--- src/pkg/fasm_pkg.sv ---
`default_nettype none
package fasm_pkg;
	// Sizes of the supervised groups
	localparam int NF = 4;
	localparam int NA = 4;
	localparam int IW = 2;
	localparam int NP = NF + NA + 2;
	localparam int FW = 5;
	localparam int NEV = 3;
	// Register byte offsets
	localparam logic [7:0] A_CTRL = 8'h00;
	localparam logic [7:0] A_FCFG = 8'h04;
	localparam logic [7:0] A_STAT = 8'h08;
	localparam logic [7:0] A_ACK = 8'h0C;
	localparam logic [7:0] A_ISTAT = 8'h10;
	localparam logic [7:0] A_ICLR = 8'h14;
	localparam logic [7:0] A_IEN = 8'h18;
	// Control bit positions and reset value
	localparam int C_SERVO = 0;
	localparam int C_START = 1;
	localparam int C_LOCATE = 2;
	localparam int C_PC_ACT = 3;
	localparam int C_PC_ERR = 4;
	localparam int C_CARD = 5;
	localparam int C_INHIB = 6;
	localparam logic [6:0] CTRL_RST = 7'h02;
	// Per-fault config field: reaction, ack class, encoder flag
	localparam int F_REACT = 0;
	localparam int F_ACK = 2;
	localparam int F_ENC = 4;
	localparam logic [1:0] RC_NONE = 2'h0;
	localparam logic [1:0] RC_RAMP = 2'h1;
	localparam logic [1:0] RC_COAST = 2'h2;
	localparam logic [1:0] RC_QUICK = 2'h3;
	localparam logic [1:0] AK_POWER = 2'h0;
	localparam logic [1:0] AK_INSTANT = 2'h1;
	localparam logic [1:0] AK_GATING = 2'h2;
	// Status register fields
	localparam int ST_FACT = 0;
	localparam int ST_AACT = 4;
	localparam int ST_FFI = 8;
	localparam int ST_FAI = 10;
	localparam int ST_FOK = 12;
	localparam int ST_AOK = 13;
	localparam int ST_ACKD = 14;
	// Interrupt event bits
	localparam int EV_FAULT = 0;
	localparam int EV_ALARM = 1;
	localparam int EV_CLEAR = 2;
	// Display kinds
	localparam logic [1:0] DK_NONE = 2'h0;
	localparam logic [1:0] DK_FAULT = 2'h1;
	localparam logic [1:0] DK_ALARM = 2'h2;
	// Timebase: quarter-second tick, hold-off in ticks
	localparam int CLK_HZ = 25000000;
	localparam int QUARTER_MS = 250;
	localparam int QUARTER_CYC_DEF = CLK_HZ / 1000 * QUARTER_MS;
	localparam int TB_W = 23;
	localparam int HOLD_S = 5;
	localparam int HOLD_TICKS = HOLD_S * 1000 / QUARTER_MS;
	localparam int HW = 5;
	// Carriers
	typedef struct packed {
		logic rdy_green;
		logic rdy_red;
		logic link_green;
		logic link_red;
	} fasm_lamp_t;
	typedef struct packed {
		logic ramp_stop_reaction;
		logic coast_stop_reaction;
		logic quick_stop_reaction;
	} fasm_stop_t;
	typedef struct packed {
		logic [1:0] kind;
		logic [IW-1:0] index;
		logic multi;
	} fasm_disp_t;
endpackage
`default_nettype wire

--- src/hdl/fasm_top.sv ---
// Implementation choices: the register offsets and the APB interface to the registers.
`default_nettype none
module fasm_top
	import fasm_pkg::*;
#(
	parameter int QUARTER_CYC = fasm_pkg::QUARTER_CYC_DEF
)(
	input wire logic sys_clk,
	input wire logic reset_n,
	input wire logic psel,
	input wire logic penable,
	input wire logic pwrite,
	input wire logic [7:0] paddr,
	input wire logic [31:0] pwdata,
	output logic [31:0] prdata,
	output logic pready,
	output logic pslverr,
	input wire logic [fasm_pkg::NF-1:0] fault_cause,
	input wire logic [fasm_pkg::NA-1:0] alarm_cause,
	input wire logic panel_button,
	input wire logic reset_di,
	output fasm_pkg::fasm_lamp_t lamp,
	output fasm_pkg::fasm_stop_t stop,
	output fasm_pkg::fasm_disp_t disp,
	output logic irq
);
	import fasm_pkg::*;

	typedef struct packed {
		logic [NP-1:0] p1;
		logic [NP-1:0] p2;
		logic [NP-1:0] p3;
		logic [NP-1:0] pf;
		logic rdi_prev;
		logic btn_prev;
		logic [6:0] ctrl;
		logic [NF*FW-1:0] fcfg;
		logic [NF-1:0] latched;
		logic [NF-1:0] acked;
		logic [NA-1:0] aprev;
		logic [IW-1:0] ff_idx;
		logic [IW-1:0] fa_idx;
		logic ff_ok;
		logic fa_ok;
		logic [NEV-1:0] istat;
		logic [NEV-1:0] ien;
		logic [TB_W-1:0] tb_cnt;
		logic [2:0] phase;
		logic [HW-1:0] hold_cnt;
		logic [31:0] prdata;
		logic pslverr;
		logic irq;
		fasm_lamp_t lamp;
		fasm_stop_t stop;
		fasm_disp_t disp;
	} fasm_state_t;

	fasm_state_t s;
	fasm_state_t next_s;
	logic [1:0] rst_q;
	logic rst_ok;

	// Index of the lowest set bit, zero when none
	function automatic logic [IW-1:0] fasm_lowest(input logic [3:0] v);
		fasm_lowest = '0;
		for (int i = 3; i >= 0; i--)
		begin
			if (v[i])
				fasm_lowest = IW'(i);
		end
	endfunction

	// Class field of one fault
	function automatic logic [1:0] fasm_cls(input logic [NF*FW-1:0] c,
		input int i);
		fasm_cls = c[FW*i+F_ACK +: 2];
	endfunction

	////////////////////////////////////////////////////////////////////////
	// Reset release: async assert, two-flop synchronous release
	always_ff @(posedge sys_clk or negedge reset_n)
	begin
		if (!reset_n)
			rst_q <= 2'h0;
		else
			rst_q <= {rst_q[0], 1'b1};
	end
	assign rst_ok = rst_q[1];

	////////////////////////////////////////////////////////////////////////
	// Decoded views of the current state
	logic [NF-1:0] cause;
	logic [NA-1:0] acause;
	logic btn_rise;
	logic rdi_rise;
	logic wr;
	logic ack_req;
	logic tick;
	logic expire;
	logic inhib;
	logic [NF-1:0] act;
	logic any_fa;

	assign cause = s.pf[NF-1:0];
	assign acause = s.pf[NF+NA-1:NF];
	assign btn_rise = s.pf[NF+NA] & ~s.btn_prev;
	assign rdi_rise = s.pf[NF+NA+1] & ~s.rdi_prev;
	assign wr = psel & penable & pwrite;
	// Software ack and the digital reset input act alike
	assign ack_req = rdi_rise | (wr && paddr == A_ACK && pwdata[0]);
	assign tick = s.tb_cnt == TB_W'(QUARTER_CYC - 1);
	assign expire = tick && s.hold_cnt == HW'(HOLD_TICKS - 1);
	assign inhib = s.ctrl[C_INHIB];
	assign act = s.latched & ~s.acked;
	assign any_fa = (act != '0) || (acause != '0);

	////////////////////////////////////////////////////////////////////////
	// Next-state logic
	always_comb
	begin
		logic [NEV-1:0] ev;
		logic [1:0] cls;
		logic inst;
		logic c_any;
		logic q_any;
		logic r_any;
		ev = '0;
		cls = '0;
		inst = 1'b0;
		c_any = 1'b0;
		q_any = 1'b0;
		r_any = 1'b0;
		next_s = s;

		// Pin synchronisers; a change counts once stages 2 and 3 agree
		next_s.p1 = {reset_di, panel_button, alarm_cause, fault_cause};
		next_s.p2 = s.p1;
		next_s.p3 = s.p2;
		for (int i = 0; i < NP; i++)
		begin
			if (s.p2[i] == s.p3[i])
				next_s.pf[i] = s.p3[i];
		end
		next_s.btn_prev = s.pf[NF+NA];
		next_s.rdi_prev = s.pf[NF+NA+1];

		// Quarter-second timebase; phase bits give 2, 1 and 0.5 Hz
		next_s.tb_cnt = tick ? '0 : s.tb_cnt + 1'b1;
		if (tick)
			next_s.phase = s.phase + 3'h1;

		// Fault latching and acknowledgement per class
		for (int i = 0; i < NF; i++)
		begin
			cls = fasm_cls(s.fcfg, i);
			inst = (cls == AK_INSTANT) || (cls == AK_GATING && inhib);
			if (cause[i] && !s.latched[i])
			begin
				next_s.latched[i] = 1'b1;
				next_s.acked[i] = 1'b0;
				ev[EV_FAULT] = 1'b1;
			end
			else if (s.latched[i] && !cause[i] && inst)
			begin
				next_s.latched[i] = 1'b0;
				next_s.acked[i] = 1'b0;
				ev[EV_CLEAR] = 1'b1;
			end
			else if (s.latched[i] && ack_req && inst)
				next_s.acked[i] = 1'b1;
			// Power-cycle class has no clearing branch at all
			if (expire && s.acked[i] && cause[i])
			begin
				next_s.acked[i] = 1'b0;
				ev[EV_FAULT] = 1'b1;
			end
		end

		// Hold-off timer; any button press or new ack restarts it
		if ((s.acked & cause) == '0 || btn_rise || ack_req)
			next_s.hold_cnt = '0;
		else if (expire)
			next_s.hold_cnt = '0;
		else if (tick)
			next_s.hold_cnt = s.hold_cnt + 1'b1;

		// First fault stays first while it remains active
		if (act == '0)
			next_s.ff_ok = 1'b0;
		else if (!s.ff_ok || !act[s.ff_idx])
		begin
			next_s.ff_idx = fasm_lowest(act);
			next_s.ff_ok = 1'b1;
		end
		// Alarms acknowledge themselves: active equals cause
		if (acause == '0)
			next_s.fa_ok = 1'b0;
		else if (!s.fa_ok || !acause[s.fa_idx])
		begin
			next_s.fa_idx = fasm_lowest(acause);
			next_s.fa_ok = 1'b1;
		end
		next_s.aprev = acause;
		if ((acause & ~s.aprev) != '0)
			ev[EV_ALARM] = 1'b1;

		// Strongest reaction among active faults wins
		for (int i = 0; i < NF; i++)
		begin
			if (act[i])
			begin
				if (s.fcfg[FW*i+F_ENC])
					c_any = 1'b1;
				else if (s.fcfg[FW*i+F_REACT +: 2] == RC_COAST)
					c_any = 1'b1;
				else if (s.fcfg[FW*i+F_REACT +: 2] == RC_QUICK)
					q_any = 1'b1;
				else if (s.fcfg[FW*i+F_REACT +: 2] == RC_RAMP)
					r_any = 1'b1;
			end
		end
		next_s.stop.coast_stop_reaction = c_any;
		next_s.stop.quick_stop_reaction = q_any & ~c_any;
		next_s.stop.ramp_stop_reaction = r_any & ~q_any & ~c_any;

		// Display: faults hide alarms until all are acknowledged
		if (act != '0)
		begin
			next_s.disp.kind = DK_FAULT;
			next_s.disp.index = s.ff_idx;
			next_s.disp.multi = (act & (act - 1'b1)) != '0;
		end
		else if (acause != '0)
		begin
			next_s.disp.kind = DK_ALARM;
			next_s.disp.index = s.fa_idx;
			next_s.disp.multi = (acause & (acause - 1'b1)) != '0;
		end
		else
		begin
			next_s.disp.kind = DK_NONE;
			next_s.disp.index = '0;
			next_s.disp.multi = 1'b0;
		end

		// Drive lamp; orange is red and green together
		next_s.lamp.rdy_green = 1'b0;
		next_s.lamp.rdy_red = 1'b0;
		if (s.ctrl[C_LOCATE])
		begin
			next_s.lamp.rdy_red = 1'b1;
			next_s.lamp.rdy_green = s.phase[1];
		end
		else if (any_fa)
			next_s.lamp.rdy_red = s.phase[1];
		else if (s.ctrl[C_SERVO] && !s.ctrl[C_START])
			next_s.lamp.rdy_green = 1'b1;
		else
			next_s.lamp.rdy_red = 1'b1;

		// Link lamp; an error outranks activity indication
		next_s.lamp.link_green = 1'b0;
		next_s.lamp.link_red = 1'b0;
		if (s.ctrl[C_PC_ERR])
			next_s.lamp.link_red = 1'b1;
		else if (s.ctrl[C_CARD])
			next_s.lamp.link_green = s.phase[0];
		else if (s.ctrl[C_PC_ACT])
			next_s.lamp.link_green = s.phase[2];
		// Otherwise both stay dark

		// APB writes land in the access phase
		if (wr)
		begin
			if (paddr == A_CTRL)
				next_s.ctrl = pwdata[6:0];
			else if (paddr == A_FCFG)
				next_s.fcfg = pwdata[NF*FW-1:0];
			else if (paddr == A_IEN)
				next_s.ien = pwdata[NEV-1:0];
		end

		// Sticky events; a new event beats a clear in the same cycle
		next_s.istat = s.istat;
		if (wr && paddr == A_ICLR)
			next_s.istat = s.istat & ~pwdata[NEV-1:0];
		next_s.istat = next_s.istat | ev;
		next_s.irq = (next_s.istat & s.ien) != '0;

		// Read data is fetched in the setup cycle, one wait-free access
		if (psel && !penable)
		begin
			next_s.prdata = '0;
			next_s.pslverr = 1'b0;
			if (paddr == A_CTRL)
				next_s.prdata[6:0] = s.ctrl;
			else if (paddr == A_FCFG)
				next_s.prdata[NF*FW-1:0] = s.fcfg;
			else if (paddr == A_STAT)
			begin
				next_s.prdata[ST_FACT +: NF] = act;
				next_s.prdata[ST_AACT +: NA] = acause;
				next_s.prdata[ST_FFI +: IW] = s.ff_idx;
				next_s.prdata[ST_FAI +: IW] = s.fa_idx;
				next_s.prdata[ST_FOK] = s.ff_ok;
				next_s.prdata[ST_AOK] = s.fa_ok;
				next_s.prdata[ST_ACKD +: NF] = s.acked;
			end
			else if (paddr == A_ISTAT)
				next_s.prdata[NEV-1:0] = s.istat;
			else if (paddr == A_IEN)
				next_s.prdata[NEV-1:0] = s.ien;
			else if (paddr == A_ACK || paddr == A_ICLR)
				next_s.prdata = '0;
			else
				next_s.pslverr = 1'b1;
		end
	end

	////////////////////////////////////////////////////////////////////////
	// State register
	always_ff @(posedge sys_clk or negedge rst_ok)
	begin
		if (!rst_ok)
		begin
			s <= '0;
			s.ctrl <= CTRL_RST;
		end
		else
			s <= next_s;
	end

	// Outputs straight from flops, ready is the handshake term
	assign prdata = s.prdata;
	assign pslverr = s.pslverr;
	assign pready = psel & penable;
	assign lamp = s.lamp;
	assign stop = s.stop;
	assign disp = s.disp;
	assign irq = s.irq;
endmodule
`default_nettype wire

--- config.mk ---
export PLATFORM = sky130hd
export DESIGN_NAME = fasm_top
export DESIGN_NICKNAME = d
export VERILOG_FILES = /design/src/pkg/fasm_pkg.sv /design/src/hdl/fasm_top.sv
export SDC_FILE = /design/constraint.sdc
export NUM_CORES = 1
export LEC_CHECK = 0
export ABC_AREA = 1
export BUFFER_PORTS_ARGS = -buffer_cell sky130_fd_sc_hd__buf_2
export CORE_MARGIN = 5
export CORE_UTILIZATION = 58
export CTS_CLUSTER_DIAMETER = 200
export DETAILED_ROUTE_END_ITERATION = 16
export PLACE_DENSITY = 0.8
export SLEW_MARGIN = 5
export SYNTH_ARGS = -nofsm -noshare
export SYNTH_HDL_FRONTEND = slang
export SYNTH_SLANG_ARGS = --single-unit
--- constraint.sdc ---
create_clock -name sys_clk -period 6.85 [get_ports sys_clk]
set_input_delay 1.37 -clock sys_clk [delete_from_list [all_inputs] [get_ports sys_clk]]
set_output_delay 1.37 -clock sys_clk [all_outputs]
set_load 0.03 [all_outputs]
; ---- After elaboration in Yosys (flattened, before gate mapping)
; Index checks and enable logic that the tools add are counted.
; Widths: inputs -> output; s select.
[word_totals]
output_inout_bits = 47
register_bits = 172
[op_classes]
magnitude_cmp = 2
muxes = 143
n_eq_ne = 38
add_sub_neg = 5
n_bitwise = 27
n_reduce_logical = 88
[ops]
columns = operator, n
row1 = $mux 32, 6
row2 = $mux 1, 109
row3 = $mux 29, 2
row4 = $logic_and 1x1->1, 38
row5 = $reduce_bool 4->1, 9
row6 = $mux 25, 1
row7 = $mux 5, 5
row8 = $eq 2x2->1 const B, 12
row9 = $eq 8x5->1 const B, 3
row10 = $add 23x1->23 const B, 1
row11 = $eq 23x23->1 const B, 1
row12 = $mux 23, 1
row13 = $and 4x4->4, 5
row14 = $mux 20, 1
row15 = $mux 18, 1
row16 = $mux 2, 9
row17 = $eq 2x1->1 const B, 8
row18 = $eq 8x4->1 const B, 2
row19 = $logic_not 1->1, 14
row20 = $mux 14, 1
row21 = $logic_not 4->1, 3
row22 = $mux 12, 1
row23 = $reduce_bool 2->1, 6
row24 = $eq 1x1->1, 10
row25 = other kinds (22), 54

; ---- Depth between registers and ports, before layout
; Gate-level depths: netlist of run 1.
[depth]
ltp_word = 23
depth_mapped = 10
mapped_depth_nobuf = 10

; ---- Least setup slack after synthesis of run 1
; Ideal clock, no wire load.
[synth_timing]
path_type = input -> output
start = input penable
end = output pready
n_path_buf = 0
cell_stages = 2
slack_ns = 3.833
required_time_ns = 5.480
arrival_ns = 1.647
path_cell_list = nand2_1 inv_1
[synth_via]
elab_chain_len = 1
[synth_rtl]
columns = item, line_no
row1 = from (decl), fasm_top.sv:11  ; input wire logic penable,
row2 = $and 1x1->1, fasm_top.sv:336  ; assign pready = psel & penable;
row3 = to (decl), fasm_top.sv:16  ; output logic pready,
; No other way between the ends.

; ---- Final worst setup path of run 1
; Same ends and word-level chain as after synthesis.

==> results of run 1 <==
==> final cells by class <==
cell class / count / area, µm²
multi-input cells: 546 / 2905
well taps: 176 / 220.2
clock inverters: 12 / 122.6
clock buffers: 20 / 446.7
flip-flops and latches: 160 / 4009
inverters: 116 / 437.9
fillers: 1103 / 4596
repair buffers: 79 / 400.4
==> worst paths after layout <==
check / from / endpoint / slack, ns / depth (start not counted)
max: penable / pready / 3.64 / 4
min: rst_q[1] / lamp[0] / 0.31 / 0
max reg2reg: rst_q[1] / s[119] / 4.71 / 2
min reg2reg: rst_q[1] / lamp[0] / 0.31 / 0
max in group asynchronous: rst_q[1] / s[119] / 4.71 / 2
min in group sys_clk: next_s[151] / next_s[141] / 0.35 / 0
==> cell usage in the layout (no fill, tap or decap), types with 13 or more instances in the layout <==
master and n:
a21oi_1 31, nor3_1 16, nand3_1 52, o21ai_0 30
inv_1 102, nor2_2 17, nand2_1 184, clkbuf_16 17
o21ai_1 13, nand4_1 17, nor2_1 72, buf_2 77
dfrtp_1 158, a21oi_2 13, conb_1 13, inv_2 13
==> flip-flops by register name, summed over array words and instances, names as in the netlist <==
signal / count
prdata: 20
irq: 1
inhib: 1
rst_q: 2
acause: 4
next_s: 22
disp: 5
pslverr: 1
s: 93
lamp: 4
cause: 4
stop: 3
==> per-stage QoR <==
step	utilization (%)	total power, mW	setup WS (ns)	hold WS, ns	cells
finish	65.02	2.268	3.643	0.3086	1109
floorplan	-	1.301	2.063	0.3312	876
detailed placement	60.69	1.375	3.368	0.3324	1077
CTS	65.02	2.284	3.637	0.3337	1109
global placement	60.69	1.367	3.387	0.3255	1077
global route	65.02	2.370	3.602	0.3505	1109
==> per-layer routing <==
layer	up-vias	global-route usage, %
met5	-	0
met4	0	6.888
met3	26	4.606
met2	165	35.05
met1	2748	28.77
li1	2850	-
==> power by group through the flow <==
stage | sequential (mW) | clock [mW] | combinational, mW
detailed placement | 1.07 | 0 | 0.305
global placement | 1.07 | 0 | 0.299
CTS | 1.05 | 0.923 | 0.308
global route | 1.06 | 0.969 | 0.341
finish | 1.05 | 0.909 | 0.306
floorplan | 1.07 | 0 | 0.235
==> worst register-to-register path, stage by stage, from the launching register on <==
cell,delay (ns)
dfrtp_4,0.76
buf_4,0.62
buf_4,0.77
==> kinds of logic after synthesis <==
family / synth area share, %
AO/OA/AOI/OAI: 9.989
buffers and inverters: 10.98
XOR/XNOR: 1.362
other: 0.09733
flip-flops: 51.91
adder cells (fa/ha/maj): 1.784
AND/OR/NAND/NOR: 23.89
==> impl_metrics.json, run 1 <==
{
  "cts_sinks": 160,
  "crit_arrival_ns": 1.84,
  "fp-row-count": 42,
  "synthArstFlopShare_pct": 100.0,
  "period_needed_ns": 3.207,
  "rsz0062_at_grt": "no",
  "cp.buffers_inverters": 3,
  "required_ns": 5.48,
  "cp_slowest_stage_delay_ns": 0.18,
  "power_switching_mw": 0.6568,
  "report.final.slew_viol_count": 0,
  "cts_root_buffer": "clkbuf_16",
  "critPathSlowestCell": "buf_2",
  "wl_per_cell_um": 14.75,
  "cts_tree": "built",
  "p_sw_share_pct": 28.96,
  "cp_top_family": "buffers and inverters",
  "grt_pass1_vias": 5603,
  "die_width_um": 125.3,
  "drtPass1Iterations": 8,
  "synth_common_cells": "nand2_1, dfrtp_1, inv_1",
  "synth.area.top_cells": "dfrtp_1, nand2_1, inv_1",
  "htreeDepth": 4,
  "tns_ns": 0,
  "final_cell_area_um2": 8542,
  "vias": 5789,
  "io_buffers": 77,
  "grt_pass1_wl_um": 27190,
  "worstHoldPathType": "reg2async",
  "setup.worst_path.class": "in2out",
  "clockBufferDepth": 2,
  "wl_met3_um": 863,
  "antennaDiodeCount": 0,
  "timing.final.crit_share_pct": 46.82,
  "met2_length_um": 8012,
  "crit_path_cell_trace": "buf_2 -> nand2_1 -> inv_1 -> buf_2",
  "p_leak_nw": 4.308,
  "cp-end-kind": "output pin",
  "hold_viol_final": 0,
  "worstPathMaxFanout": 3,
  "overflow": 0,
  "final-setup-viol-count": 0,
  "p_int_mw": 1.611,
  "worstMarginPinSlew_ns": 0.8170,
  "antenna_found_initial": 0,
  "cts_buffers": 17,
  "final_antenna_net_count": 0,
  "synth-edff-count": 0,
  "final_nets": 978,
  "dp_hpwl_um": 12000,
  "ctsResizeCount": 0,
  "slew_headroom_pct": 45.53,
  "dpl_cell_area_um2": 7973,
  "max_freq_mhz": 311.8,
  "ys_warn_count": 0,
  "syn_inst": 865,
  "die_height_um": 125.3,
  "synth-seq-cells": 160,
  "cts_setup_buffers": 0,
  "grt_usage_pct": 21.40,
  "p_seq_share_pct": 46.4,
  "vias_per_cell": 5.220,
  "place_congestion": 0.9061,
  "crit_path_start_kind": "input port",
  "netlist.area_leader.share_pct": 51.56,
  "drive_gt1_share_pct": 21.11,
  "ys_seq_area_share_pct": 51.91,
  "maxCapViolCount": 0,
  "drc": 0,
  "hold_buffers": 0,
  "wl_um": 16360,
  "io_pins": 102,
  "design.core.area_um2": 13140,
  "powerDensity_nw_per_um2": 265.5,
  "finalClockSkew_ns": 0.01136,
  "p_comb_share_pct": 13.5,
  "highest_layer": "met4",
  "synth_area_um2": 7716,
  "synthToLayoutAreaGrowth_pct": 10.70,
  "initialDrtViolationCount": 404,
  "insertion_delay_ns": 0.42,
  "start_util_pct": 58.73,
  "synth_top_cell_by_area": "dfrtp_1",
  "synth_area_per_cell_um2": 8.920,
  "pwr-share-clk_pct": 40.1,
  "yosysMostFrequentCell": "nand2_1",
  "yosysUniqueCellTypes": 48,
  "ys.flop_type": "dfrtp_1",
  "path_clk_slew_ns": 0.06,
  "grt_max_degree": 69,
  "ir_worst_vdd_uv": 225.7,
  "wl_met1_um": 7220,
  "die_area_um2": 15710,
  "status": "completed",
  "cpMostUsedCell": "buf_2"
}
No activity file was read; power rests on OpenSTA's default activity.
==> run 2, diff against run 1 <==
--- a/config.mk
+++ b/config.mk
@@ -8,10 +8,10 @@
 export ABC_AREA = 1
 export BUFFER_PORTS_ARGS = -buffer_cell sky130_fd_sc_hd__buf_2
 export CORE_MARGIN = 5
-export CORE_UTILIZATION = 58
+export CORE_UTILIZATION = 52
 export CTS_CLUSTER_DIAMETER = 200
 export DETAILED_ROUTE_END_ITERATION = 16
-export PLACE_DENSITY = 0.8
+export PLACE_DENSITY = 0.76
 export SLEW_MARGIN = 5
 export SYNTH_ARGS = -nofsm -noshare
 export SYNTH_HDL_FRONTEND = slang
==> constraint.sdc (replaced) <==
create_clock -name sys_clk -period 2.94 [get_ports sys_clk]
set_input_delay 0.588 -clock sys_clk [delete_from_list [all_inputs] [get_ports sys_clk]]
set_output_delay 0.588 -clock sys_clk [all_outputs]
set_load 0.03 [all_outputs]
==> impl_metrics.json, run 2 (same netlist as run 1, synthesis figures left out) <==
{
  "finalClockSkew_ns": 0.005917,
  "seqCellArea_um2": 4009,
  "dpl_cell_area_um2": 8040,
  "p_leak_nw": 4.357,
  "cpMostUsedCell": "inv_1",
  "path_clk_slew_ns": 0.06,
  "antennaDiodeCount": 0,
  "drtPass1Iterations": 5,
  "powerDensity_nw_per_um2": 619.6,
  "wl_um": 16810,
  "status": "completed",
  "final_cell_mix": "nand2_1, dfrtp_1, inv_1",
  "cts_root_buffer": "clkbuf_16",
  "crit_path_start_kind": "register",
  "worstHoldPathType": "in2reg",
  "htreeDepth": 4,
  "mostFrequentLayoutCell": "nand2_1",
  "drc": 0,
  "p_int_mw": 3.849,
  "final-setup-viol-count": 0,
  "maxCapViolCount": 0,
  "period_needed_ns": 1.797,
  "place_congestion": 0.9305,
  "pwr-share-clk_pct": 40.2,
  "largest_reg_flops": 93,
  "regMostFlops": "s",
  "slew_headroom_pct": 58.63,
  "p_seq_share_pct": 45.9,
  "cts_buffers": 17,
  "io_buffers": 77,
  "report.final.slew_viol_count": 0,
  "cp-end-kind": "register",
  "insertion_delay_ns": 0.42,
  "grt_max_degree": 51,
  "synthToLayoutAreaGrowth_pct": 11.80,
  "crit_path_cell_trace": "inv_1 -> nand2_1 -> nand2_1 -> inv_1 -> nand3_2 -> nor2_1 -> inv_1 -> o22ai_1",
  "nFillCells": 1291,
  "timing.final.crit_share_pct": 61.11,
  "cts_setup_buffers": 0,
  "cts_sinks": 160,
  "worstPathMaxFanout": 6,
  "final_nets": 985,
  "design.core.area_um2": 14530,
  "tns_ns": 0,
  "overflow": 0,
  "fp-row-count": 44,
  "ctsResizeCount": 0,
  "p_comb_share_pct": 13.9,
  "grt_pass1_wl_um": 27950,
  "die_height_um": 131.8,
  "initialDrtViolationCount": 442,
  "crit_arrival_ns": 2.09,
  "cp_slowest_stage_delay_ns": 0.44,
  "worstMarginPinSlew_ns": 0.6205,
  "hold_viol_final": 0,
  "final_antenna_net_count": 0,
  "critPathSlowestCell": "dfrtp_1",
  "dp_hpwl_um": 12160,
  "required_ns": 3.24,
  "power_switching_mw": 1.496,
  "p_sw_share_pct": 27.99,
  "final_cell_area_um2": 8627,
  "die_width_um": 131.8,
  "die_area_um2": 17380,
  "ir_worst_vdd_uv": 475.4,
  "vias_per_cell": 5.190,
  "grt_pass1_vias": 5699,
  "cts_tree": "built",
  "multi_input_area_um2": 2905,
  "drive_gt1_share_pct": 21.38,
  "rsz0062_at_grt": "no",
  "wl_per_cell_um": 14.95,
  "vias": 5833,
  "io_pins": 102,
  "cp_top_family": "simple AND/OR/NAND/NOR gates",
  "clockBufferDepth": 2,
  "grt_usage_pct": 19.75,
  "antenna_found_initial": 0,
  "setup.worst_path.class": "reg2reg",
  "max_freq_mhz": 556.6,
  "cp.buffers_inverters": 3,
  "start_util_pct": 53.09
}
-- run 2: area by class of cell --
cell class | count | share of cell area (%)
flip-flops and latches | 160 | 46.47
multi-input cells | 546 | 33.68
clock buffers | 23 | 5.424
repair buffers | 86 | 5.424
inverters | 116 | 5.076
well taps | 184 | 2.669
clock inverters | 9 | 1.262
-- run 2: metal layers --
metal  share of wire [%]  GRT usage (%)  wire length [µm]  vias up
met5                   0              0                 0        -
met4                 2.5          7.143               417        0
met3                 5.8          5.000               978       33
met2                  47          31.55              7937      197
met1                  44          26.27              7472     2747
li1                    -              -                 -     2856
-- run 2: final timing paths --
| path | start | endpoint | slack, ns | cells after the start |
|---|---|---|---|---|
| max | s[93] | disp[1] | 1.14 | 8 |
| min | panel_button | next_s[158] | 0.27 | 1 |
| max reg2reg | s[93] | disp[1] | 1.14 | 8 |
| min reg2reg | rst_q[1] | next_s[129] | 0.31 | 0 |
| max in group asynchronous | rst_q[1] | lamp[3] | 1.93 | 1 |
| min in group asynchronous | rst_q[1] | next_s[129] | 0.31 | 0 |
-- run 2: power groups by stage --
| stage | clock, mW | combinational [mW] | sequential (mW) |
|---|---|---|---|
| after floorplan | 0 | 0.548 | 2.48 |
| after global placement | 0 | 0.718 | 2.49 |
| after detailed placement | 0 | 0.735 | 2.49 |
| after CTS | 2.18 | 0.742 | 2.45 |
| after global routing | 2.29 | 0.821 | 2.47 |
| final | 2.15 | 0.741 | 2.46 |
-- run 2: through the flow --
stage / instances / hold WS, ns / utilization, % / worst slack [ns] / power [mW]
after floorplan: 876 / 0.2924 / - / 0.2921 / 3.031
after global placement: 1091 / 0.3329 / 55.32 / 0.7730 / 3.211
after detailed placement: 1091 / 0.3358 / 55.32 / 0.7494 / 3.228
after CTS: 1124 / 0.2567 / 59.36 / 1.150 / 5.381
after global routing: 1124 / 0.2490 / 59.36 / 1.006 / 5.583
final: 1124 / 0.2717 / 59.36 / 1.143 / 5.345
-- run 2: repair_timing --
item	4_1_cts	5_1_grt
setup endpoints to repair	0	0
hold endpoints to repair	2	0
hold buffers	1	0
-- run 2: worst register-to-register path, stage by stage (launching register included) --
cell and delay [ns]:
dfrtp_1 0.44, inv_1 0.06, nand2_1 0.15, nand2_1 0.10
inv_1 0.11, nand3_2 0.17, nor2_1 0.29, inv_1 0.09
o22ai_1 0.26
